--- config.mk ---
export PLATFORM = sky130hd
export DESIGN_NAME = opstat_core
export DESIGN_NICKNAME = d
export VERILOG_FILES = /design/src/opstat_pkg.sv /design/src/opstat_core.sv
export VERILOG_INCLUDE_DIRS = /design/src
export SDC_FILE = /design/constraint.sdc
export NUM_CORES = 1
export LEC_CHECK = 0
export ABC_CLOCK_PERIOD_IN_PS = 1400
export BUFFER_PORTS_ARGS = -buffer_cell sky130_fd_sc_hd__buf_4
export CORE_MARGIN = 2
export CORE_UTILIZATION = 35
export DETAILED_ROUTE_END_ITERATION = 10
export PLACE_DENSITY = 0.86
export SYNTH_ARGS = -nofsm -noshare
export SYNTH_HDL_FRONTEND = slang
export SYNTH_SLANG_ARGS = --single-unit
--- constraint.sdc ---
create_clock -name ref_clk -period 1.4 [get_ports ref_clk]
set_input_delay 0.28 -clock ref_clk [delete_from_list [all_inputs] [get_ports ref_clk]]
set_output_delay 0.28 -clock ref_clk [all_outputs]
set_load 0.05 [all_outputs]
--- src/opstat_defines.svh ---
// Constants for the operation status reporting block.
`ifndef OPSTAT_DEFINES_SVH
`define OPSTAT_DEFINES_SVH
`define OPSTAT_REG_W        16
`define OPSTAT_MEAS_BIT     4
`define OPSTAT_SWEEP_BIT    3
`define OPSTAT_CORR_BIT     0
`define OPSTAT_LIVE_MASK    16'h0019
`define OPSTAT_RESET_VALUE  16'h0000
`define OPSTAT_SUMMARY_BIT  7
`define OPSTAT_STB_W        8
`endif

--- src/opstat_pkg.sv ---
// Types for the operation status reporting block.
`include "opstat_defines.svh"
package opstat_pkg;
   typedef logic [`OPSTAT_REG_W-1:0] opstat_word_type;
   typedef enum logic [2:0] {
      OPSTAT_SEL_EVENT = 3'h1,
      OPSTAT_SEL_COND  = 3'h2,
      OPSTAT_SEL_MASK  = 3'h4
   } opstat_sel_type;
endpackage

--- src/opstat_core.sv ---
// Operation status registers: live condition, latched events and enable mask.
// What this block does
// - Event query returns events, then clears them.
// - Event bits 4, 3, 0 latch completions.
// - Condition bits 4, 3, 0 show live activity.
// - Bits 15-5, 2, 1 always read zero.
// - Condition query leaves condition register untouched.
// - Enable command stores mask gating summary.
// - Enable query returns mask without side effects.
// - Mask value is binary-weighted; 16 means bit 4.
// - Reported values are binary-weighted sums of bits.
// - Summary appears in status byte bit 7.
`timescale 1ns/1ps
`include "opstat_defines.svh"
module opstat_core (
   input  wire logic                     ref_clk,
   input  wire logic                     srst,
   input  wire logic                     meas_active,
   input  wire logic                     sweep_active,
   input  wire logic                     corr_active,
   input  wire logic                     meas_done,
   input  wire logic                     sweep_done,
   input  wire logic                     corr_done,
   input  wire logic                     query_event,
   input  wire logic                     query_cond,
   input  wire logic                     query_mask,
   input  wire logic                     mask_write,
   input  wire opstat_pkg::opstat_word_type mask_value,
   output logic                          resp_valid,
   output opstat_pkg::opstat_word_type   resp_value,
   output logic                          summary_bit,
   output logic [`OPSTAT_STB_W-1:0]      status_byte_part
);
   import opstat_pkg::*;

   // Two stored registers, plus two combinational vectors built from the activity and completion pins.
   opstat_word_type operation_event_flags_reg;
   opstat_word_type operation_event_mask_reg;
   opstat_word_type operation_condition_flags;
   opstat_word_type done_vec;

   // ====================================================================
   // Condition and completion vectors
   // Live activity is combinational so the condition query always sees the present state.
   // Limitation: the activity levels must already be synchronous to ref_clk.
   always_comb begin
      operation_condition_flags = `OPSTAT_RESET_VALUE;
      operation_condition_flags[`OPSTAT_MEAS_BIT]  = meas_active;
      operation_condition_flags[`OPSTAT_SWEEP_BIT] = sweep_active;
      operation_condition_flags[`OPSTAT_CORR_BIT]  = corr_active;
      done_vec = `OPSTAT_RESET_VALUE;
      done_vec[`OPSTAT_MEAS_BIT]  = meas_done;
      done_vec[`OPSTAT_SWEEP_BIT] = sweep_done;
      done_vec[`OPSTAT_CORR_BIT]  = corr_done;
   end

   // ====================================================================
   // Event latch
   // A completion arriving in the read cycle survives the clear, so no event is lost.
   // Apart from reset, a read is the only way a bit can go back to zero.
   always_ff @(posedge ref_clk) begin
      if (srst) begin
         operation_event_flags_reg <= `OPSTAT_RESET_VALUE;
      end else if (query_event) begin
         operation_event_flags_reg <= done_vec;
      end else begin
         operation_event_flags_reg <= operation_event_flags_reg | done_vec;
      end
   end

   // ====================================================================
   // Enable mask
   // Unused bits are dropped at the write so they can never read back as one.
   // The summary follows a new mask from the cycle after the write.
   always_ff @(posedge ref_clk) begin
      if (srst) begin
         operation_event_mask_reg <= `OPSTAT_RESET_VALUE;
      end else if (mask_write) begin
         operation_event_mask_reg <= mask_value & `OPSTAT_LIVE_MASK;
      end
   end

   // ====================================================================
   // Query response
   // Values are plain binary, which is the weighted decimal sum the formatter prints.
   // Queries in one cycle get one answer: events first, then condition, then mask.
   always_ff @(posedge ref_clk) begin
      if (srst) begin
         resp_valid <= 1'h0;
         resp_value <= `OPSTAT_RESET_VALUE;
      end else begin
         resp_valid <= query_event | query_cond | query_mask;
         if (query_event) begin
            resp_value <= operation_event_flags_reg;
         end else if (query_cond) begin
            resp_value <= operation_condition_flags;
         end else if (query_mask) begin
            resp_value <= operation_event_mask_reg;
         end
      end
   end

   // ====================================================================
   // Summary into the status byte
   // The summary is rebuilt from the registers every cycle, so it drops right after a read.
   // Only bit 7 belongs to this block; the other status byte bits are driven as zero.
   always_comb begin
      summary_bit = |(operation_event_flags_reg & operation_event_mask_reg);
      status_byte_part = 8'h00;
      status_byte_part[`OPSTAT_SUMMARY_BIT] = summary_bit;
   end
endmodule

### Word-level counts from Yosys, hierarchy flattened

Index checks and enable logic that the tools add are counted.

| storage, ports and cells | value |
|---|---|
| bits in registers | 36 |
| bits of input ports | 28 |

| cells by class | value |
|---|---|
| mux-type cells | 4 |
| reduce and logical (&&, ||, !) cells | 3 |
| bitwise operators | 4 |

Operators by type and width:

| operator | count |
|---|---|
| two-way mux 16 bit | 3 |
| AND 16 x 5 -> 16 bit | 1 |
| bitwise OR 16 x 5 -> 16 bit | 1 |
| OR reduction 16 bit | 1 |
| two-way mux 5 bit | 1 |
| nonzero test 3 bit | 1 |
| bitwise OR 1 bit | 2 |
| OR reduction 2 bit | 1 |

### Logic depth before layout (Yosys ltp)

| depth | value |
|---|---|
| depth in word-level cells | 3 |
| depth in mapped cells | 3 |

### Worst setup path after synthesis

OpenSTA, ideal clock, no wires.

| timing path | value |
|---|---|
| path type | register -> output |
| from | reg operation_event_flags_reg[0] |
| to | out status_byte_part[7] |
| stages on the path, launching flop included | 4 |
| data arrival time | 1.156 ns |
| slack | -0.036 ns |
| cells stage by stage | dfxtp_1 > a222oi_1 > inv_1 > buf_4 |

| between the ends | value |
|---|---|
| longest elaborated chain between the ends | 2 |

Ends and longest elaborated chain:

| what | RTL line | source |
|---|---|---|
| start: declaration | opstat_core.sv:37 | `opstat_word_type operation_event_flags_reg;` |
| start signal: assignment | opstat_core.sv:63 | `` operation_event_flags_reg <= `OPSTAT_RESET_VALUE; `` |
| start signal: assignment | opstat_core.sv:65 | `operation_event_flags_reg <= done_vec;` |
| start signal: assignment | opstat_core.sv:67 | `operation_event_flags_reg <= operation_event_flags_reg \| done_vec;` |
| AND 16 x 5 -> 16 bit | opstat_core.sv:108 | `summary_bit = \|(operation_event_flags_reg & operation_event_mask_reg);` |
| OR reduction 16 bit | opstat_core.sv:108 |  |
| end: declaration | opstat_core.sv:32 | `` output logic [`OPSTAT_STB_W-1:0] status_byte_part `` |

Every way passes these cells.

### Worst setup path in the final report

| timing path | value |
|---|---|
| from | reg operation_event_mask_reg[0] |
| to | out summary_bit |

| between the ends | value |
|---|---|
| longest elaborated chain between the ends | 2 |

Ends and longest elaborated chain:

| what | RTL line | source |
|---|---|---|
| start: declaration | opstat_core.sv:38 | `opstat_word_type operation_event_mask_reg;` |
| start signal: assignment | opstat_core.sv:77 | `` operation_event_mask_reg <= `OPSTAT_RESET_VALUE; `` |
| start signal: assignment | opstat_core.sv:79 | `` operation_event_mask_reg <= mask_value & `OPSTAT_LIVE_MASK; `` |
| AND 16 x 5 -> 16 bit | opstat_core.sv:108 |  |
| OR reduction 16 bit | opstat_core.sv:108 |  |
| end: declaration | opstat_core.sv:31 | `output logic summary_bit,` |

Every way passes these cells.

==> metrics.txt <==
Nets 115; CP Data Arrival Time 1.21 ns; Reg2Reg Depth 3; Fin. Hold Viols 0; final wirelength 924 um; ant diodes 0; fin crit share 106%; synthesized instance count 65; Cell Area, Synth 566 sq um; synthesis-stage register bit count 10; Synth cell types 14; DR vias/cell 4.24; vias in the first global route 332; DRC violations left 0; Final WS setup -0.0901 ns; Die Y 44.2 um; Tot GR Track Use ~9.7%; largest family of logic cells by synthesized area buffers and inverters; GPL Wtd Cong 0.698; pwr/cell area approximately 1200 nW/um^2; post-route insts no fill 102; DRT iter0 DRCs 15; fraction of synthesized area in multiplexers under 10%; CTS tree built; Port Buf Inserts 20; fillers roughly 160; commonest non-fill, non-tap cell in the layout conb_1; Post-Place Worst Slack 0.143 ns; First-pass DRT Iterations 4; Compound-Gate Fraction of Synth Area 13.1%; share of cells above drive strength 1 30.2%; final slew viol count 0; Starting Density 37.5%; CP Capture Type primary output; Synth Area in Simple Gates about 16%; CTS Hold Bufs 0; Placed Cells incl. Taps about 100; synth warn 0; initial antenna violation count 0; worst hold path startpoint corr_done; die area 1950 sq um; die width 44.2 um; Hold WS around 0.23 ns; commonest cells after routing, fill and taps aside conb_1 (20), buf_4 (18), nor2_1 (10), dfxtp_1 (10); CTS Buf Count 3; post-DR wirelength/cell roughly 9.1 um; Max-Cap Viols 0; Core ar. 1510 sq um; fmax 0.671 GHz; Vias 432; endpoint of the worst hold path operation_event_flags_reg[0]$_SDFF_PP0_; Worst-path clk slew roughly 0.06 ns; final clock skew 0.00102 ns; gr ovfl total 0; failing checks setup timing; worst path required time ~1.1 ns; RSZ-0062 raised after global routing yes; flop2flop setup slack roughly 0.44 ns; num ports 54; Hold Path Cell Cnt 3; Avg Synthesized Cell Area 8.70 sq um; Worst setup SP type flop; worst skew pair latency 0.26 ns; xor and xnor area share after synthesis 0%; CTS Sinks 10; CTS max path bufs 2; final setup fails 2; Setup CP Type flop to primary output; Synth Area in Adders 0%; number of cell rows 14; post-synthesis sequential area ratio a little over a third; P&R area growth vs syn 21.9%; outcome finished, violations left; FF-to-FF Start operation_event_mask_reg[4]$_SDFFE_PP0P_; H-tree lvl count 1; first-pass GRT wire length 1390 um; hpwl dp 786 um; critical path peak fanout 3; ANT nets after route 0; FF-to-FF End resp_value[4]$_SDFFE_PP0P_; largest net degree at the start of global routing 14; P_leak 0.347 nW; clock period minus worst slack 1.49 ns; HP Class input pin to flop; maximum VDD drop roughly 0.52 mV; CTS root buffer clkbuf_4
==> cells by family after synthesis <==
family                 Yosys count
AO/OA/AOI/OAI                   10
buffers and inverters           24
flip-flops                      10
multiplexers                     3
other                            1
AND/OR/NAND/NOR                 17
==> worst max path at each step <==
stage | from | endpoint | slack (ns) | cells after the start
2_1_floorplan | operation_event_flags_reg[0]$_SDFF_PP0_ | status_byte_part[7] | 0.04 | 3
3_3_place_gp | operation_event_flags_reg[0]$_SDFF_PP0_ | status_byte_part[7] | 0.16 | 3
3_5_place_dp | operation_event_flags_reg[0]$_SDFF_PP0_ | summary_bit | 0.14 | 3
4_1_cts | operation_event_mask_reg[0]$_SDFFE_PP0P_ | summary_bit | -0.13 | 3
5_1_grt | operation_event_mask_reg[0]$_SDFFE_PP0P_ | summary_bit | -0.16 | 3
6_report | operation_event_mask_reg[0]$_SDFFE_PP0P_ | summary_bit | -0.09 | 3
==> cell type report <==
cell class | count | area (sq um) | area share (%)
multi-input cells | 50 | 268 | 38.8
flip-flops and latches | 10 | 200 | 29.0
repair buffers | 20 | 158 | 22.9
clock buffers | 4 | 36.3 | 5.26
well taps | 16 | 20.0 | 2.90
inverters | 2 | 7.51 | 1.09
==> synthesized netlist by cell type (all sizes together) <==
library cell	number	area [sq um]
nand3b	3	22.5
a222oi	1	10.0
conb	1	3.75
nor2	10	37.5
nor3	1	10.0
buf	21	158
a21oi	3	15.0
clkbuf	1	3.75
mux2i	3	30.0
inv	2	7.51
nor2b	3	18.8
o41ai	3	26.3
a211oi	3	22.5
dfxtp	10	200
==> worst max-delay path, stage by stage, from the launching register on <==
cell,delay [ns]
dfxtp_1,0.32
a222oi_1,0.38
inv_2,0.08
buf_6,0.16
==> metrics by stage <==
| stage | utilization [%] | TNS [ns] | cell area (sq um) | power, W |
|---|---|---|---|---|
| 6_report | 45.8 | -0.180 | 689 | 0.000831 |
| 5_1_grt | 45.8 | -0.327 | 689 | 0.000865 |
| 4_1_cts | 45.8 | -0.254 | 689 | 0.000840 |
| 3_5_place_dp | 42.9 | 0 | 646 | 0.000583 |
| 3_3_place_gp | 42.9 | 0 | 646 | 0.000580 |
| 2_1_floorplan | - | 0 | 637 | 0.000565 |
==> layer usage <==
layer	vias up	GRT usage, %	part of all wire, %
met5	-	0	0
met4	0	5.45	1.8
met3	2	2.86	11
met2	27	14.4	44
met1	182	12.4	44
li1	221	-	-
==> what timing repair did <==
item / 4_1_cts / 5_1_grt
hold endpoints to repair: 0 / 0
pin swaps: 1 / 0
endpoints found under the setup margin: 2 / 2
gates resized for setup: 2 / 0
setup buffers: 0 / 0
==> power breakdown <==
part / total [W] / internal, W / switching [W]
clock: 0.000252 / 0.000158 / 0.0000939
sequential: 0.000316 / 0.000304 / 0.0000120
combinational: 0.000263 / 0.0000639 / 0.000199
(Power assumes the default switching activity.)
